## config.mk

```make
export PLATFORM = sky130hd
export DESIGN_NAME = ccssb_bank
export DESIGN_NICKNAME = d
export VERILOG_FILES = /design/src/ccssb_bank_notes_unused.v /design/src/ccssb_bank.v
export VERILOG_INCLUDE_DIRS = /design/src
export SDC_FILE = /design/constraint.sdc
export NUM_CORES = 1
export LEC_CHECK = 0
export ABC_AREA = 1
export ABC_CLOCK_PERIOD_IN_PS = 1850
export CORE_ASPECT_RATIO = 1.5
export CORE_UTILIZATION = 60
export CTS_CLUSTER_DIAMETER = 120
export CTS_CLUSTER_SIZE = 10
export DETAILED_ROUTE_END_ITERATION = 10
export DONT_BUFFER_PORTS = 1
export PLACE_DENSITY = 0.88
export SLEW_MARGIN = 10
export SYNTH_ARGS = -nofsm -noshare
export SYNTH_HDL_FRONTEND = slang
export SYNTH_SLANG_ARGS = --single-unit
export TNS_END_PERCENT = 1
```

## constraint.sdc

```tcl
create_clock -name clk_sys -period 1.85 [get_ports clk_sys]
set_input_delay 0.0925 -clock clk_sys [delete_from_list [all_inputs] [get_ports clk_sys]]
set_output_delay 0.0925 -clock clk_sys [all_outputs]
set_load 0.01 [all_outputs]
```

## src/ccssb_defines.vh

```
`ifndef CCSSB_DEFINES_VH
`define CCSSB_DEFINES_VH

// ****************************************************************
// Register indices, byte address is four times the index
// ****************************************************************
`define CCSSB_IDX_STACK      10'h081
`define CCSSB_IDX_PTR_LO     10'h082
`define CCSSB_IDX_PTR_HI     10'h083
`define CCSSB_IDX_POWER      10'h087
`define CCSSB_IDX_TIMER      10'h088
`define CCSSB_IDX_SERIAL     10'h098
`define CCSSB_IDX_IRQ_STAT   10'h0c0
`define CCSSB_IDX_IRQ_MASK   10'h0c1

// ****************************************************************
// Reset values
// ****************************************************************
`define CCSSB_RST_STACK      8'h07
`define CCSSB_RST_PTR        8'h00
`define CCSSB_RST_TIMER      8'h00
`define CCSSB_RST_IRQ        6'h00

// ****************************************************************
// Power control field positions
// ****************************************************************
`define CCSSB_PWR_BAUD       7
`define CCSSB_PWR_FESEL      6
`define CCSSB_PWR_BROWN      5
`define CCSSB_PWR_POR        4
`define CCSSB_PWR_UFB        3
`define CCSSB_PWR_UFA        2
`define CCSSB_PWR_PDOWN      1
`define CCSSB_PWR_HALT       0

// ****************************************************************
// Timer control field positions, timer 1 sits one stride above
// ****************************************************************
`define CCSSB_TMR_OVF0       5
`define CCSSB_TMR_RUN0       4
`define CCSSB_TMR_EXTF0      1
`define CCSSB_TMR_EXTT0      0
`define CCSSB_TMR_STRIDE     2

// ****************************************************************
// Serial control top bit, interrupt status layout
// ****************************************************************
`define CCSSB_SER_TOP        7
`define CCSSB_IRQ_OVF0       0
`define CCSSB_IRQ_EXT0       2
`define CCSSB_IRQ_BROWN      4
`define CCSSB_IRQ_FRAME      5
`define CCSSB_IRQ_W          6

// ****************************************************************
// Bus answers and decoder selects
// ****************************************************************
`define CCSSB_RESP_OKAY      2'b00
`define CCSSB_RESP_SLVERR    2'b10
`define CCSSB_SEL_NONE       4'h0
`define CCSSB_SEL_STACK      4'h1
`define CCSSB_SEL_PTR_LO     4'h2
`define CCSSB_SEL_PTR_HI     4'h3
`define CCSSB_SEL_POWER      4'h4
`define CCSSB_SEL_TIMER      4'h5
`define CCSSB_SEL_SERIAL     4'h6
`define CCSSB_SEL_IRQ_STAT   4'h7
`define CCSSB_SEL_IRQ_MASK   4'h8

`endif

```

## src/ccssb_bank_notes_unused.v

```verilog
// Spare file, all bank logic lives in the main design file

```

## src/ccssb_bank.v

```verilog
// Our own choice: the AXI4-Lite slave port.
`timescale 1ns/1ps
`include "ccssb_defines.vh"

module ccssb_bank (
  input  wire        clk_sys,           // System clock, 20 MHz
  input  wire        resetn,            // Power-on reset, async, active low
  // AXI4-Lite slave
  input  wire [11:0] s_axi_awaddr,      // Write address
  input  wire        s_axi_awvalid,     // Write address valid
  output wire        s_axi_awready,     // Write address ready
  input  wire [31:0] s_axi_wdata,       // Write data
  input  wire [3:0]  s_axi_wstrb,       // Write byte strobes
  input  wire        s_axi_wvalid,      // Write data valid
  output wire        s_axi_wready,      // Write data ready
  output wire [1:0]  s_axi_bresp,       // Write response
  output wire        s_axi_bvalid,      // Write response valid
  input  wire        s_axi_bready,      // Write response ready
  input  wire [11:0] s_axi_araddr,      // Read address
  input  wire        s_axi_arvalid,     // Read address valid
  output wire        s_axi_arready,     // Read address ready
  output wire [31:0] s_axi_rdata,       // Read data
  output wire [1:0]  s_axi_rresp,       // Read response
  output wire        s_axi_rvalid,      // Read data valid
  input  wire        s_axi_rready,      // Read data ready
  // Events from neighbouring blocks, same clock
  input  wire        timer0Overflow,    // Timer 0 overflow pulse
  input  wire        timer1Overflow,    // Timer 1 overflow pulse
  input  wire        timer0Vector,      // Timer 0 service entered pulse
  input  wire        timer1Vector,      // Timer 1 service entered pulse
  input  wire        extIrq0Vector,     // External 0 service entered pulse
  input  wire        extIrq1Vector,     // External 1 service entered pulse
  input  wire        brownoutEvent,     // Brownout reset or interrupt pulse
  input  wire        frameErrorEvent,   // Serial frame error pulse
  input  wire        wakeEvent,         // Leaves halt or power-down
  // External interrupt pins, asynchronous
  input  wire        extIrq0Pin,        // External interrupt 0 pin
  input  wire        extIrq1Pin,        // External interrupt 1 pin
  // Outputs to the core
  output wire [7:0]  stackTopPointer,   // Stack top address
  output wire [15:0] dataPointer,       // Sixteen-bit data pointer
  output wire        baudDoubler,       // Serial baud doubling
  output wire        frameErrorSelect,  // Top serial bit is frame flag
  output wire        serialModeBit,     // Serial mode bit to serial block
  output wire        cpuClockEnable,    // CPU clock gate enable
  output wire        periphClockEnable, // Serial/timer/irq clock gate enable
  output wire        powerDownRequest,  // Power-down mode requested
  output wire        cpuHaltRequest,    // Halt mode requested
  output wire [1:0]  timerRun,          // Run bits, timer 1 high
  output wire [1:0]  timerOverflowFlag, // Overflow flags, timer 1 high
  output wire [1:0]  extIrqFlag,        // External flags, line 1 high
  output wire        irq                // Level interrupt, unmasked status
);

  // ****************************************************************
  // Address decode
  // ****************************************************************

  // Only the word index is decoded; unknown words get a select of none
  function [3:0] decodeSel;
    input [11:0] addr;
    begin
      case (addr[11:2])
        `CCSSB_IDX_STACK:    decodeSel = `CCSSB_SEL_STACK;
        `CCSSB_IDX_PTR_LO:   decodeSel = `CCSSB_SEL_PTR_LO;
        `CCSSB_IDX_PTR_HI:   decodeSel = `CCSSB_SEL_PTR_HI;
        `CCSSB_IDX_POWER:    decodeSel = `CCSSB_SEL_POWER;
        `CCSSB_IDX_TIMER:    decodeSel = `CCSSB_SEL_TIMER;
        `CCSSB_IDX_SERIAL:   decodeSel = `CCSSB_SEL_SERIAL;
        `CCSSB_IDX_IRQ_STAT: decodeSel = `CCSSB_SEL_IRQ_STAT;
        `CCSSB_IDX_IRQ_MASK: decodeSel = `CCSSB_SEL_IRQ_MASK;
        default:             decodeSel = `CCSSB_SEL_NONE;
      endcase
    end
  endfunction

  // ****************************************************************
  // Register state
  // ****************************************************************
  reg  [7:0]  stack_r;
  reg  [7:0]  ptrLo_r;
  reg  [7:0]  ptrHi_r;
  reg         baud_r;
  reg         feSel_r;
  reg         brown_r;
  reg         brown_nxt;
  reg         por_r;
  reg         por_nxt;
  reg  [1:0]  userFlag_r;
  reg         pdown_r;
  reg         pdown_nxt;
  reg         halt_r;
  reg         halt_nxt;
  reg  [1:0]  ovf_r;
  reg  [1:0]  ovf_nxt;
  reg  [1:0]  run_r;
  reg  [1:0]  extF_r;
  reg  [1:0]  extF_nxt;
  reg  [1:0]  extT_r;
  reg         serMode_r;
  reg         feFlag_r;
  reg         feFlag_nxt;
  reg  [`CCSSB_IRQ_W-1:0] irqStat_r;
  reg  [`CCSSB_IRQ_W-1:0] irqStat_nxt;
  reg  [`CCSSB_IRQ_W-1:0] irqMask_r;
  reg  [`CCSSB_IRQ_W-1:0] irqEvent;

  // Bus channel state
  reg         awHave_r;
  reg  [11:0] awAddr_r;
  reg         wHave_r;
  reg  [7:0]  wByte_r;
  reg         wLane_r;
  reg         bValid_r;
  reg  [1:0]  bResp_r;
  reg         rValid_r;
  reg  [31:0] rData_r;
  reg  [1:0]  rResp_r;

  // Pin synchronisers, previous sample for edge detection
  reg  [1:0]  pinMeta_r;
  reg  [1:0]  pinSync_r;
  reg  [1:0]  pinPrev_r;

  wire [1:0]  timerOvfIn = {timer1Overflow, timer0Overflow};
  wire [1:0]  timerVecIn = {timer1Vector, timer0Vector};
  wire [1:0]  extVecIn   = {extIrq1Vector, extIrq0Vector};

  // ****************************************************************
  // Write channel
  // ****************************************************************

  // Address and data are taken in either order, response waits for both
  assign s_axi_awready = ~awHave_r & ~bValid_r;
  assign s_axi_wready  = ~wHave_r & ~bValid_r;
  assign s_axi_bvalid  = bValid_r;
  assign s_axi_bresp   = bResp_r;

  wire        wrFire = awHave_r & wHave_r & ~bValid_r;
  wire [3:0]  wrSel  = decodeSel(awAddr_r);
  wire [7:0]  wrByte = wByte_r;
  // Registers are one byte wide, so only lane 0 carries a write
  wire        wrGo   = wrFire & wLane_r;
  wire        wrPower  = wrGo & (wrSel == `CCSSB_SEL_POWER);
  wire        wrTimer  = wrGo & (wrSel == `CCSSB_SEL_TIMER);
  wire        wrSerial = wrGo & (wrSel == `CCSSB_SEL_SERIAL);

  // Channel capture and response
  always @(posedge clk_sys or negedge resetn) begin
    if (!resetn) begin
      awHave_r <= 1'b0;
      awAddr_r <= 12'h000;
      wHave_r  <= 1'b0;
      wByte_r  <= 8'h00;
      wLane_r  <= 1'b0;
      bValid_r <= 1'b0;
      bResp_r  <= `CCSSB_RESP_OKAY;
    end else begin
      if (s_axi_awvalid && s_axi_awready) begin
        awHave_r <= 1'b1;
        awAddr_r <= s_axi_awaddr;
      end
      if (s_axi_wvalid && s_axi_wready) begin
        wHave_r <= 1'b1;
        wByte_r <= s_axi_wdata[7:0];
        wLane_r <= s_axi_wstrb[0];
      end
      if (wrFire) begin
        awHave_r <= 1'b0;
        wHave_r  <= 1'b0;
        bValid_r <= 1'b1;
        bResp_r  <= (wrSel == `CCSSB_SEL_NONE) ? `CCSSB_RESP_SLVERR : `CCSSB_RESP_OKAY;
      end else if (bValid_r && s_axi_bready) begin
        bValid_r <= 1'b0;
      end
    end
  end

  // ****************************************************************
  // Read channel
  // ****************************************************************
  assign s_axi_arready = ~rValid_r;
  assign s_axi_rvalid  = rValid_r;
  assign s_axi_rdata   = rData_r;
  assign s_axi_rresp   = rResp_r;

  wire [7:0] powerView = {baud_r, feSel_r, brown_r, por_r, userFlag_r, pdown_r, halt_r};
  wire [7:0] timerView = {ovf_r[1], run_r[1], ovf_r[0], run_r[0],
                          extF_r[1], extT_r[1], extF_r[0], extT_r[0]};
  wire       serTopView = feSel_r ? feFlag_r : serMode_r;

  // Read mux, reads have no side effects
  reg  [7:0] rdByte;
  wire [3:0] rdSel = decodeSel(s_axi_araddr);
  always @* begin
    rdByte = 8'h00;
    case (rdSel)
      `CCSSB_SEL_STACK:    rdByte = stack_r;
      `CCSSB_SEL_PTR_LO:   rdByte = ptrLo_r;
      `CCSSB_SEL_PTR_HI:   rdByte = ptrHi_r;
      `CCSSB_SEL_POWER:    rdByte = powerView;
      `CCSSB_SEL_TIMER:    rdByte = timerView;
      `CCSSB_SEL_SERIAL:   rdByte = {serTopView, 7'h00};
      `CCSSB_SEL_IRQ_STAT: rdByte = {2'b00, irqStat_r};
      `CCSSB_SEL_IRQ_MASK: rdByte = {2'b00, irqMask_r};
      default:             rdByte = 8'h00;
    endcase
  end

  // Read data registered, answer one cycle after address taken
  always @(posedge clk_sys or negedge resetn) begin
    if (!resetn) begin
      rValid_r <= 1'b0;
      rData_r  <= 32'h00000000;
      rResp_r  <= `CCSSB_RESP_OKAY;
    end else if (s_axi_arvalid && s_axi_arready) begin
      rValid_r <= 1'b1;
      rData_r  <= {24'h000000, rdByte};
      rResp_r  <= (rdSel == `CCSSB_SEL_NONE) ? `CCSSB_RESP_SLVERR : `CCSSB_RESP_OKAY;
    end else if (rValid_r && s_axi_rready) begin
      rValid_r <= 1'b0;
    end
  end

  // ****************************************************************
  // Pin synchronisers
  // ****************************************************************

  // Two flops before use; edge detect compares second and third stage
  always @(posedge clk_sys or negedge resetn) begin
    if (!resetn) begin
      pinMeta_r <= 2'b11;
      pinSync_r <= 2'b11;
      pinPrev_r <= 2'b11;
    end else begin
      pinMeta_r <= {extIrq1Pin, extIrq0Pin};
      pinSync_r <= pinMeta_r;
      pinPrev_r <= pinSync_r;
    end
  end

  // ****************************************************************
  // Timer control next state
  // ****************************************************************

  // Priority: vector clear, then software write, then hardware set wins
  integer i;
  always @* begin
    ovf_nxt  = ovf_r;
    extF_nxt = extF_r;
    for (i = 0; i < 2; i = i + 1) begin
      if (timerVecIn[i])
        ovf_nxt[i] = 1'b0;
      if (wrTimer)
        ovf_nxt[i] = wrByte[`CCSSB_TMR_OVF0 + `CCSSB_TMR_STRIDE * i];
      if (timerOvfIn[i])
        ovf_nxt[i] = 1'b1;
      if (extT_r[i]) begin
        if (extVecIn[i])
          extF_nxt[i] = 1'b0;
        if (wrTimer)
          extF_nxt[i] = wrByte[`CCSSB_TMR_EXTF0 + `CCSSB_TMR_STRIDE * i];
        if (pinPrev_r[i] && !pinSync_r[i])
          extF_nxt[i] = 1'b1;
      end else begin
        extF_nxt[i] = ~pinSync_r[i];
      end
    end
  end

  // Timer control storage
  always @(posedge clk_sys or negedge resetn) begin
    if (!resetn) begin
      ovf_r  <= 2'b00;
      run_r  <= 2'b00;
      extF_r <= 2'b00;
      extT_r <= 2'b00;
    end else begin
      ovf_r  <= ovf_nxt;
      extF_r <= extF_nxt;
      if (wrTimer) begin
        run_r  <= {wrByte[`CCSSB_TMR_RUN0 + `CCSSB_TMR_STRIDE], wrByte[`CCSSB_TMR_RUN0]};
        extT_r <= {wrByte[`CCSSB_TMR_EXTT0 + `CCSSB_TMR_STRIDE], wrByte[`CCSSB_TMR_EXTT0]};
      end
    end
  end

  // ****************************************************************
  // Power control and serial top bit
  // ****************************************************************

  // Sticky cause flags: a write of one is ignored, the event beats a clear
  always @* begin
    brown_nxt  = brown_r;
    por_nxt    = por_r;
    pdown_nxt  = pdown_r;
    halt_nxt   = halt_r;
    feFlag_nxt = feFlag_r;
    if (wrPower) begin
      brown_nxt = brown_r & wrByte[`CCSSB_PWR_BROWN];
      por_nxt   = por_r & wrByte[`CCSSB_PWR_POR];
      pdown_nxt = wrByte[`CCSSB_PWR_PDOWN];
      halt_nxt  = wrByte[`CCSSB_PWR_HALT];
    end
    // Wake-up ends both low power modes
    if (wakeEvent) begin
      pdown_nxt = 1'b0;
      halt_nxt  = 1'b0;
    end
    if (brownoutEvent)
      brown_nxt = 1'b1;
    if (wrSerial && feSel_r)
      feFlag_nxt = wrByte[`CCSSB_SER_TOP];
    if (frameErrorEvent)
      feFlag_nxt = 1'b1;
  end

  // brownout and power-on cause flags start set at power on
  always @(posedge clk_sys or negedge resetn) begin
    if (!resetn) begin
      baud_r     <= 1'b0;
      feSel_r    <= 1'b0;
      brown_r    <= 1'b1;
      por_r      <= 1'b1;
      userFlag_r <= 2'b00;
      pdown_r    <= 1'b0;
      halt_r     <= 1'b0;
      serMode_r  <= 1'b0;
      feFlag_r   <= 1'b0;
    end else begin
      brown_r  <= brown_nxt;
      por_r    <= por_nxt;
      pdown_r  <= pdown_nxt;
      halt_r   <= halt_nxt;
      feFlag_r <= feFlag_nxt;
      if (wrPower) begin
        baud_r     <= wrByte[`CCSSB_PWR_BAUD];
        feSel_r    <= wrByte[`CCSSB_PWR_FESEL];
        userFlag_r <= {wrByte[`CCSSB_PWR_UFB], wrByte[`CCSSB_PWR_UFA]};
      end
      // mode bit written when not selected
      if (wrSerial && !feSel_r)
        serMode_r <= wrByte[`CCSSB_SER_TOP];
    end
  end

  // ****************************************************************
  // Pointer registers
  // ****************************************************************
  always @(posedge clk_sys or negedge resetn) begin
    if (!resetn) begin
      stack_r <= `CCSSB_RST_STACK;
      ptrLo_r <= `CCSSB_RST_PTR;
      ptrHi_r <= `CCSSB_RST_PTR;
    end else if (wrGo) begin
      if (wrSel == `CCSSB_SEL_STACK)
        stack_r <= wrByte;
      if (wrSel == `CCSSB_SEL_PTR_LO)
        ptrLo_r <= wrByte;
      if (wrSel == `CCSSB_SEL_PTR_HI)
        ptrHi_r <= wrByte;
    end
  end

  // ****************************************************************
  // Interrupt status and mask
  // ****************************************************************

  // Timer and external events are flag rises, so a software set of those flags also counts
  always @* begin
    irqEvent = `CCSSB_RST_IRQ;
    irqEvent[`CCSSB_IRQ_OVF0 +: 2] = ovf_nxt & ~ovf_r;
    irqEvent[`CCSSB_IRQ_EXT0 +: 2] = extF_nxt & ~extF_r;
    irqEvent[`CCSSB_IRQ_BROWN]     = brownoutEvent;
    irqEvent[`CCSSB_IRQ_FRAME]     = frameErrorEvent;
    irqStat_nxt = irqStat_r;
    if (wrGo && (wrSel == `CCSSB_SEL_IRQ_STAT))
      irqStat_nxt = irqStat_r & ~wrByte[`CCSSB_IRQ_W-1:0];
    // Set beats the write-one clear in the same cycle
    irqStat_nxt = irqStat_nxt | irqEvent;
  end

  always @(posedge clk_sys or negedge resetn) begin
    if (!resetn) begin
      irqStat_r <= `CCSSB_RST_IRQ;
      irqMask_r <= `CCSSB_RST_IRQ;
    end else begin
      irqStat_r <= irqStat_nxt;
      if (wrGo && (wrSel == `CCSSB_SEL_IRQ_MASK))
        irqMask_r <= wrByte[`CCSSB_IRQ_W-1:0];
    end
  end

  // ****************************************************************
  // Outputs
  // ****************************************************************
  assign stackTopPointer   = stack_r;
  assign dataPointer       = {ptrHi_r, ptrLo_r};
  assign baudDoubler       = baud_r;
  assign frameErrorSelect  = feSel_r;
  assign serialModeBit     = serMode_r;
  assign periphClockEnable = ~pdown_r;
  assign cpuClockEnable    = ~(pdown_r | halt_r);
  assign powerDownRequest  = pdown_r;
  assign cpuHaltRequest    = halt_r;
  assign timerRun          = run_r;
  assign timerOverflowFlag = ovf_r;
  assign extIrqFlag        = extF_r;
  // Level interrupt, stays high until status cleared or masked
  assign irq               = |(irqStat_r & irqMask_r);

endmodule // ccssb_bank

```

==> results of run 1 <==
## sequential cells by signal, indices dropped and copies added, names as in the netlist, 2 cells and up
| name | flops |
|---|---|
| ptrLo_r | 8 |
| userFlag_r | 2 |
| ptrHi_r | 8 |
| pinMeta_r | 2 |
| extT_r | 2 |
| pinSync_r | 2 |
| pinPrev_r | 2 |
| stackTopPointer | 8 |
| timerOverflowFlag | 2 |
| irqStat_r | 6 |
| extIrqFlag | 2 |
| irqMask_r | 6 |
| awAddr_r | 10 |
| wByte_r | 8 |
| timerRun | 2 |
| s_axi_rdata | 8 |
## metrics by stage
stage                     std cells  cell area, um2  total power [W]  utilization (%)
after detailed placement        645            4700          0.00370             61.7
final                           691            5330          0.00571             70.0
after floorplan                 578            4820          0.00344                -
after global routing            691            5330          0.00595             70.0
after global placement          645            4700          0.00364             61.7
after CTS                       691            5320          0.00571             69.9
## routing by layer
metal	vias up	share of wire (%)
li1	1820	-
met1	1803	37
met2	171	52
met3	34	6.7
met4	0	4.2
met5	-	0
## final cells by class
cell class              count  area share [%]
flip-flops and latches     93            44.0
clock inverters             5            1.41
multi-input cells         385            37.1
inverters                  60            4.23
clock buffers              11            4.56
well taps                 102            2.40
repair buffers             35            6.34
## what timing repair did
action	CTS	global route
setup endpoints to repair	0	9
endpoints found under the hold margin	126	93
resized for setup	0	2
## worst paths after layout
check	start	depth (start not counted)	end	slack [ns]
worst max-delay path	awAddr_r[11]	6	irqMask_r[4]	0.16
max in group asynchronous	resetn	0	stackTopPointer[2]	2.17
worst min-delay path	resetn	0	extT_r[1]	-0.55
min in group clk_sys	extIrq1Vector	5	extIrqFlag[1]	0.03
worst max register to register	awAddr_r[11]	6	irqMask_r[4]	0.16
worst min register to register	pinMeta_r[0]	0	pinSync_r[0]	0.36
## cell usage after synthesis (3+ instances only)
master | n | area, um2
a21oi_1 | 23 | 115
dfstp_2 | 11 | 289
nor2_1 | 42 | 158
nor2_2 | 5 | 31.3
nand3_4 | 3 | 52.6
buf_2 | 6 | 30.0
nand2_1 | 129 | 484
clkbuf_1 | 3 | 11.3
o21ai_1 | 28 | 140
o31ai_1 | 4 | 30.0
dfrtp_1 | 82 | 2050
nor3_1 | 4 | 20.0
o21ai_0 | 33 | 165
nand4_1 | 14 | 87.6
nand2_2 | 5 | 31.3
o21ai_2 | 4 | 35.0
buf_6 | 4 | 45.0
nor2_8 | 3 | 60.1
inv_1 | 57 | 214
mux2_2 | 4 | 45.0
buf_4 | 27 | 203
nand3_1 | 35 | 175
## where the power goes
part	switching (W)	internal, W
clock	0.000750	0.00121
sequential	0.000248	0.00231
combinational	0.000846	0.000336
total	0.00184	0.00386
## layout by cell type (no fill, tap or decap), types with 5 or more instances in the layout
master | netlist | routed
dfstp_2 | 11 | 11
nor2_1 | 42 | 40
clkbuf_16 | 0 | 9
nand4_1 | 14 | 14
o21ai_0 | 33 | 33
inv_1 | 57 | 57
nand3_1 | 35 | 34
dfrtp_1 | 82 | 82
a21oi_1 | 23 | 23
dlygate4sd3_1 | 0 | 30
o21ai_1 | 28 | 28
nor2_2 | 5 | 7
conb_1 | 1 | 26
nand2_2 | 5 | 5
buf_4 | 27 | 5
nand2_1 | 129 | 129
## kinds of logic (layout without fill, tap and decap cells)
group	count (synthesis)	after routing	share of synthesized area (%)
AO/OA/AOI/OAI	99	99	11.6
flip-flops	93	93	49.5
buffers and inverters	100	111	10.9
AND/OR/NAND/NOR	255	255	26.7
other	1	26	0.0793
multiplexers	5	5	1.16
## worst reg2reg max path: cells and delay by family, from the launching register on
| kind | cells | cell delay [ns] |
|---|---|---|
| AND/OR/NAND/NOR | 5 | 1.06 |
| flip-flops | 1 | 0.43 |
| AO/OA/AOI/OAI | 1 | 0.08 |
==> key figures, run 1 <==
CTS
  – Post-CTS setup buffer count: 0
  – CTS tree: built
  – Clock Path Buffers: 2
  – H-Tree Depth: 3
  – Worst skew pair latency: 0.35 ns
  – Hold buffer count at cts: 30
  – Clock net sink count: 93
  – TritonCTS buffer count: 9
  – Clk root buf: clkbuf_16
  – Reg clk slew, reported paths: 0.06 ns

Min path
  – Hold Crit Class: input pin to asynchronous set/reset pin

GRT
  – GR Layer Usage met3: 8.82%
  – Global route overflow: 0
  – Pin count of the biggest net entering global routing: 94
  – Most used routing layer: met2
  – Vias in the first global route: 3,705
  – Met2 GRT Util: 49.4%
  – GRT Total Usage: 30.1%
  – GR Util met1: 35.2%
  – Global-route wire length before repair: 18,400 um
  – Initial antenna violation count: 0

Route
  – Routed Wire Length: 11,300 um
  – Drt drc: 0
  – Routed via count: 3,828
  – Vias per cell: 5.54
  – Antenna viol nets, final: 0
  – Drt pass-1 iters: 5
  – DR iter-0 viols: 371
  – Wire per inst: 16.3 um

Placed design
  – Final HPWL DP: 7980 um
  – Port buffer count: 0
  – Setup WS pre-CTS: 0.122 ns
  – Final Wtd Congestion: 0.933

Run status
  – Failing checks: negative hold slack
  – Status: finished, violations left

Cells and area
  – Final #Nets: 662
  – # diodes: 0
  – Area Overhead vs Synth: 12.7%
  – Layout fillers: 588
  – Share of layout cells above drive strength 1: 12.4%
  – Area of the multi-input gates: 1980 um2
  – Register area: 2340 um2

Setup path
  – Peak per-stage delay on the critical path: 0.43 ns
  – Slowest-stage cell, CP: dfrtp_1
  – CP Max Fanout: 12
  – Buffers & Inverters on Critical Path: 0
  – Startpoint Class: register
  – Most used cell, CP: nand2_1
  – Setup Crit Path Kind: register to register
  – Worst endpoint required time: 2.07 ns
  – Worst path arrival time: 1.91 ns
  – Crit path capture type: register
  – CP Cell Sequence: nor2_8 > nand4_1 > nor3_2 > nand2_1 > nand2_1 > o21ai_1
  – Crit path max-delay family: simple AND/OR/NAND/NOR gates

Timing
  – Fin crit period: 1.69 ns
  – Timing-limited maximum frequency: 592 MHz
  – Least-Margin Pin Slew: 0.543 ns
  – Endpoints failing setup: 0
  – Slew Limit Fails: 0
  – Setup_tns: 0 ns
  – Unrepaired setup endpoints after global routing: no
  – WHS: -0.555 ns
  – Clk_skew: 0.00616 ns
  – Hold Vio Cnt, Final: 93
  – Final cycle utilization of the critical path: 91.4%
  – PnR worst setup slack: 0.160 ns
  – Max-slew headroom: 63.7%

Synthesis
  – Netlist Area Pre-Place: 4730 um2
  – Synth warnings: 0
  – Synth Register Bits: 93
  – Avg Cell Area, Syn: 8.55 um2
  – Unique masters post-synth: 44
  – Async set or reset register ratio after synthesis: 100%
  – Register area share after synthesis: 49.5%
  – Post-synth top flop: dfrtp_1
  – Mapped Cells: 553
  – EDFF count, synth: 0

Floorplan
  – Die height: 111 um
  – Ports: 157
  – Initial core utilization: 62.1%
  – Rows: 39
  – Horiz. Die Dim: 74.5 um
  – Core area: 7610 um2
  – Die area: 8240 um2

Power
  – P_leak: 2.52 nW
  – PwrDens: 1070 nW/um2
  – Maximum vdd drop: 1160 uV

Job
  – Max-cap check violation count: 0
Note: power is estimated with default switching activity, not from simulation.
==> run 2: changes to the inputs <==
BUFFER_PORTS_ARGS = -buffer_cell sky130_fd_sc_hd__buf_2   (was unset)
CORE_UTILIZATION = 40   (was 60)
DONT_BUFFER_PORTS = unset   (was 1)
PLACE_DENSITY = 0.78   (was 0.88)
==> run 2 against run 1 <==
The run now ends clean. First-iteration DRC count decreased by 17%. Final cell count grew 21%. Clock skew increased by 0.0050 ns. Fmax grew 1.5%. Via count grew 6.9%. Die area is 49% higher. Count of clock-buffer cells in the layout stayed put. Highest routed layer unchanged.
==> key figures, run 2 (same netlist as run 1, synthesis figures left out) <==
Timing
  – Final cycle utilization of the critical path: 90.0% (-1.4 points)
  – WHS: 0.0163 ns (+0.571 ns)
  – Clk_skew: 0.0111 ns (+0.00495 ns)
  – Hold Vio Cnt, Final: 0 (-100%)
  – Max-slew headroom: 62.2% (-1.5 points)
  – Setup_tns: 0 ns (unchanged)
  – Fin crit period: 1.66 ns (-0.0255 ns)
  – Unrepaired setup endpoints after global routing: no
  – Least-Margin Pin Slew: 0.567 ns (+0.0240 ns)
  – Slew Limit Fails: 0 (unchanged)
  – Timing-limited maximum frequency: 601 MHz (+1.5%)
  – Endpoints failing setup: 0 (unchanged)

Power
  – Clock power frac: 30.4% (-4.0 points)
  – Switch share: 34.8% (+2.5 points)
  – Gate power share: 24.5% (+3.8 points)
  – NetSw: 0.00195 W (+5.5%)
  – Power consumption: 0.00559 W (-2.1%)
  – P_leak: 2.94 nW (+17%)
  – PwrDens: 960 nW/um2 (-10%)
  – Seq pwr share: 45.2% (+0.3 points)
  – Maximum vdd drop: 754 uV (-35%)
  – Internal power: 0.00364 W (-5.7%)

Cells and area
  – Biggest register: awAddr_r
  – Largest register FFs: 10 (unchanged)
  – Most common cell after layout, fill and taps aside: nand2_1
  – Area Overhead vs Synth: 23.1%
  – Share of layout cells above drive strength 1: 25.2% (+13 points)
  – Final #Nets: 760 (+15%)
  – Final std cells w/o fill: 837 (+21%)
  – # diodes: 0 (unchanged)
  – Most frequent cells in the layout: nand2_1, buf_2, dfrtp_1

Min path
  – Worst Min Path Start: s_axi_wdata[3]
  – Hold Crit Class: input pin to register

Placed design
  – Final Wtd Congestion: 0.818 (-12%)
  – Inst Count DP: 796 (+23%)
  – Final HPWL DP: 8840 um (+11%)
  – Port buffer count: 99 (+99)

Setup path
  – Startpoint Class: register
  – Crit path capture type: register
  – CP Max Fanout: 14 (+2)
  – CP startpoint: awAddr_r[2]
  – Setup Crit Path Kind: register to register
  – Worst path arrival time: 1.90 ns (about the same)
  – FF-to-FF Start: awAddr_r[2]
  – Worst endpoint required time: 2.08 ns (about the same)

CTS
  – Worst skew pair latency: 0.35 ns (about the same)
  – H-Tree Depth: 3 (unchanged)
  – TritonCTS buffer count: 9 (unchanged)
  – Clock net sink count: 93 (unchanged)
  – CTS tree: built
  – Clk root buf: clkbuf_16
  – PostCTS Resize Cnt: 0 (unchanged)
  – Reg clk slew, reported paths: 0.07 ns (about the same)
  – Clock Path Buffers: 2 (unchanged)

Floorplan
  – Horiz. Die Dim: 90.8 um (+22%)
  – Ports: 157 (unchanged)
  – Rows: 48 (+23%)
  – Core area: 11,500 um2 (+51%)
  – Initial core utilization: 41.0% (-21 points)
  – Die height: 135 um (+22%)
  – Die area: 12,300 um2 (+49%)

Route
  – Routed Wire Length: 11,900 um (+5.7%)
  – Wire per inst: 14.2 um (-13%)
  – Antenna viol nets, final: 0 (unchanged)
  – Vias per cell: 4.89 (-12%)
  – Drt drc: 0 (unchanged)
  – Routed via count: 4,094 (+6.9%)
  – DR iter-0 viols: 308 (-17%)
  – Drt pass-1 iters: 4 (-1)

GRT
  – Vias in the first global route: 3,961 (+6.9%)
  – Initial antenna violation count: 0 (unchanged)
  – Pin count of the biggest net entering global routing: 43 (-54%)
  – GRT Total Usage: 20.5% (-9.6 points)
  – Global-route wire length before repair: 19,300 um (+4.8%)
  – Global route overflow: 0 (unchanged)

Run status
  – Status: finished clean

Job
  – Max-cap check violation count: 0 (unchanged)
run 2: worst paths after layout:
path | end | cells after the start | slack, ns
max | irqStat_r[3] | 10 | 0.19
min | wByte_r[3] | 3 | 0.02
max reg2reg | irqStat_r[3] | 10 | 0.19
min reg2reg | pinSync_r[1] | 0 | 0.36
max in group asynchronous | irqMask_r[3] | 3 | 0.88
min in group asynchronous | wByte_r[0] | 2 | 0.28
run 2: timing repair:
action / CTS / global route
endpoints found under the hold margin: 59 / 0
setup buffers: 0 / 0
hold buffers: 25 / 0
run 2: power groups by stage:
| stage | logic [W] | registers [W] | clock network, W |
|---|---|---|---|
| CTS | 0.00137 | 0.00252 | 0.00175 |
| floorplan | 0.000910 | 0.00253 | 0 |
| global route | 0.00152 | 0.00256 | 0.00182 |
| finish | 0.00137 | 0.00252 | 0.00170 |
| global placement | 0.00129 | 0.00254 | 0 |
| detailed placement | 0.00132 | 0.00255 | 0 |
run 2: area by class of cell:
class,instances,area (um2)
Timing Repair Buffer,133,828
Inverter,60,225
Clock buffer,11,233
Fill cell,1093,5710
Sequential cell,93,2340
Multi-Input combinational cell,385,1970
Tap cell,150,188
Clock inverter,5,37.5
run 2: critical path, stage by stage (launching register included):
cell,delay [ns]
dfrtp_1,0.45
nor2_1,0.16
nand2_1,0.11
nor2_4,0.20
nand3_4,0.21
nand2_1,0.12
nand3_1,0.07
nand2_1,0.06
nand2_1,0.06
nand2_1,0.07
nand2_1,0.05
run 2: metal layers:
metal	wire length, um	track usage, %	part of all wire, %	vias up
li1	-	-	-	2017
met1	4580	22.0	38	1899
met2	6100	35.9	51	140
met3	520	4.04	4.4	38
met4	696	14.7	5.8	0
met5	0	0	0	-
run 2: metrics by stage:
| stage | utilization, % | setup WS, ns | instance area [um2] |
|---|---|---|---|
| 6_report | 50.5 | 0.185 | 5820 |
| 3_5_place_dp | 46.0 | 0.205 | 5300 |
| 5_1_grt | 50.5 | 0.0187 | 5820 |
| 4_1_cts | 50.5 | 0.190 | 5820 |
| 3_3_place_gp | 46.0 | 0.257 | 5300 |
| 2_1_floorplan | - | 0.396 | 4820 |
==> run 3: changes to the inputs <==
==> constraint.sdc (replaced) <==
create_clock -name clk_sys -period 1.85 [get_ports clk_sys]
set_input_delay 0.185 -clock clk_sys [delete_from_list [all_inputs] [get_ports clk_sys]]
set_output_delay 0.185 -clock clk_sys [all_outputs]
set_load 0.01 [all_outputs]
==> run 3 against run 2 <==
Core utilization down 1.3 points. Setup slack worse by 0.018 ns. Highest routed layer unchanged. Critical path depth decreased by 6.
==> key figures, run 3 (same netlist as run 1, synthesis figures left out) <==
Run status
  – Status: finished clean

Setup path
  – Reg2reg setup slack: 0.21 ns (+0.02 ns)
  – Reg-to-reg endpoint: irqStat_r[3]
  – Worst path arrival time: 1.50 ns (-0.40 ns)
  – Startpoint Class: register
  – Setup Crit Path Kind: register to primary output
  – Worst endpoint required time: 1.66 ns (-0.42 ns)
  – Length in cells of the worst reg-to-reg path: 10 (unchanged)
  – FF-to-FF Start: awAddr_r[11]
  – Crit path capture type: primary output
  – CP Max Fanout: 3 (-11)

Min path
  – Worst Min Path Start: s_axi_rready
  – Endpoint of the worst hold path: s_axi_rvalid
  – Hold path cells: 2 (-1)
  – Hold Crit Class: input pin to register

Timing
  – Max-slew headroom: 66.4% (+4.2 points)
  – Clk_skew: 0.0110 ns (-0.000127 ns)
  – Slew Limit Fails: 0 (unchanged)
  – Endpoints failing setup: 0 (unchanged)
  – Least-Margin Pin Slew: 0.502 ns (-0.0644 ns)
  – Timing-limited maximum frequency: 594 MHz (-1.1%)
  – Final cycle utilization of the critical path: 91.0% (+0.97 points)
  – Unrepaired setup endpoints after global routing: no
  – PnR worst setup slack: 0.167 ns (-0.0180 ns)
  – Setup_tns: 0 ns (unchanged)
  – Hold Vio Cnt, Final: 0 (unchanged)
  – Fin crit period: 1.68 ns (+0.0180 ns)

CTS
  – Clk root buf: clkbuf_16
  – TritonCTS buffer count: 9 (unchanged)
  – Worst skew pair latency: 0.34 ns (about the same)
  – Clock Path Buffers: 2 (unchanged)
  – PostCTS Resize Cnt: 0 (unchanged)
  – Reg clk slew, reported paths: 0.07 ns (about the same)
  – CTS tree: built
  – Clock net sink count: 93 (unchanged)
  – H-Tree Depth: 3 (unchanged)

Power
  – Clock power frac: 33.9% (+3.5 points)
  – Internal power: 0.00390 W (+7.0%)
  – NetSw: 0.00189 W (-3.0%)
  – Gate power share: 22.5% (-2.0 points)
  – Power consumption: 0.00579 W (+3.5%)
  – P_leak: 2.89 nW (-1.9%)
  – Seq pwr share: 43.6% (-1.6 points)
  – Maximum vdd drop: 855 uV (+13%)
  – PwrDens: 1020 nW/um2 (+6.3%)
  – Switch share: 32.6% (-2.2 points)

Cells and area
  – Final Instance Area: 5670 um2 (-2.7%)
  – Most common cell after layout, fill and taps aside: nand2_1
  – Most frequent cells in the layout: nand2_1, buf_2, dfrtp_1
  – Share of layout cells above drive strength 1: 26.2% (+0.98 points)
  – Final std cells w/o fill: 815 (-2.6%)
  – # diodes: 0 (unchanged)
  – Biggest register: awAddr_r
  – Largest register FFs: 10 (unchanged)
  – Final #Nets: 738 (-2.9%)
  – Area Overhead vs Synth: 19.9%

Route
  – Drt pass-1 iters: 7 (+3)
  – Wire per inst: 14.1 um (-0.87%)
  – Antenna viol nets, final: 0 (unchanged)
  – DR iter-0 viols: 278 (-9.7%)
  – Routed Wire Length: 11,500 um (-3.5%)
  – Drt drc: 0 (unchanged)
  – Vias per cell: 4.92 (+0.59%)
  – Routed via count: 4,010 (-2.1%)

Placed design
  – Final Wtd Congestion: 0.840 (+2.6%)
  – Inst Count DP: 796 (unchanged)
  – DP Area: 5310 um2 (+0.24%)
  – Port buffer count: 99 (unchanged)
  – Setup WS pre-CTS: 0.197 ns (-0.00766 ns)
  – Final HPWL DP: 8840 um (about the same)

Floorplan
  – Initial core utilization: 41.0% (unchanged)
  – Die height: 135 um (unchanged)
  – Rows: 48 (unchanged)
  – Horiz. Die Dim: 90.8 um (unchanged)
  – Ports: 157 (unchanged)
  – Die area: 12,300 um2 (unchanged)
  – Core area: 11,500 um2 (unchanged)

GRT
  – Pin count of the biggest net entering global routing: 40 (-7.0%)
  – GRT Total Usage: 19.7% (-0.77 points)
  – Initial antenna violation count: 0 (unchanged)
  – Global-route wire length before repair: 18,600 um (-3.2%)
  – Vias in the first global route: 3,877 (-2.1%)
  – Global route overflow: 0 (unchanged)

Job
  – Max-cap check violation count: 0 (unchanged)
[run 3: power groups by stage]
stage	combinational, W	clock, W	sequential [W]
after floorplan	0.000910	0	0.00253
after global placement	0.00129	0	0.00255
after detailed placement	0.00131	0	0.00256
after CTS	0.00132	0.00201	0.00252
after global routing	0.00146	0.00207	0.00256
final	0.00130	0.00196	0.00252
[run 3: layout make-up]
class | count | area, um2
timing repair buffer | 111 | 621
tap | 150 | 188
clock buffer | 14 | 284
multi-input combinational | 385 | 1970
clock inverter | 2 | 38.8
fill | 1137 | 5870
inverter | 60 | 225
sequential | 93 | 2340
[run 3: worst max-delay path by stage]
stage                     from              to  slack [ns]  cells past startpoint
6_report          irqMask_r[1]             irq        0.17                      4
5_1_grt            awAddr_r[2]    irqStat_r[2]        0.01                     10
4_1_cts           irqMask_r[1]             irq        0.14                      4
3_5_place_dp   s_axi_araddr[7]  s_axi_rdata[2]        0.20                     10
3_3_place_gp   s_axi_araddr[7]  s_axi_rdata[2]        0.25                     10
2_1_floorplan     s_axi_bvalid    irqStat_r[1]        0.40                      7
[run 3: per-layer routing]
metal,wire [um],global-route usage [%],vias up
li1,-,-,1973
met2,5830,34.3,139
met3,665,4.94,35
met1,4420,20.9,1863
met5,0,0,-
met4,568,13.8,0
[run 3: worst max-delay path: stages (launching register included)]
cell      delay (ns)
dfrtp_1         0.40
a22o_1          0.25
a221oi_1        0.21
nand3_1         0.13
buf_2           0.16
[run 3: repair_timing]
item	CTS	global route
hold buffers	3	0
setup endpoints to repair	0	0
hold endpoints to repair	21	0
setup buffers	0	0
[run 3: metrics by stage]
stage	util, %	hold WS [ns]
floorplan	-	-0.111
global placement	46.1	0.101
detailed placement	46.1	0.0996
CTS	49.1	0.0231
global route	49.1	0.0507
finish	49.1	0.0347
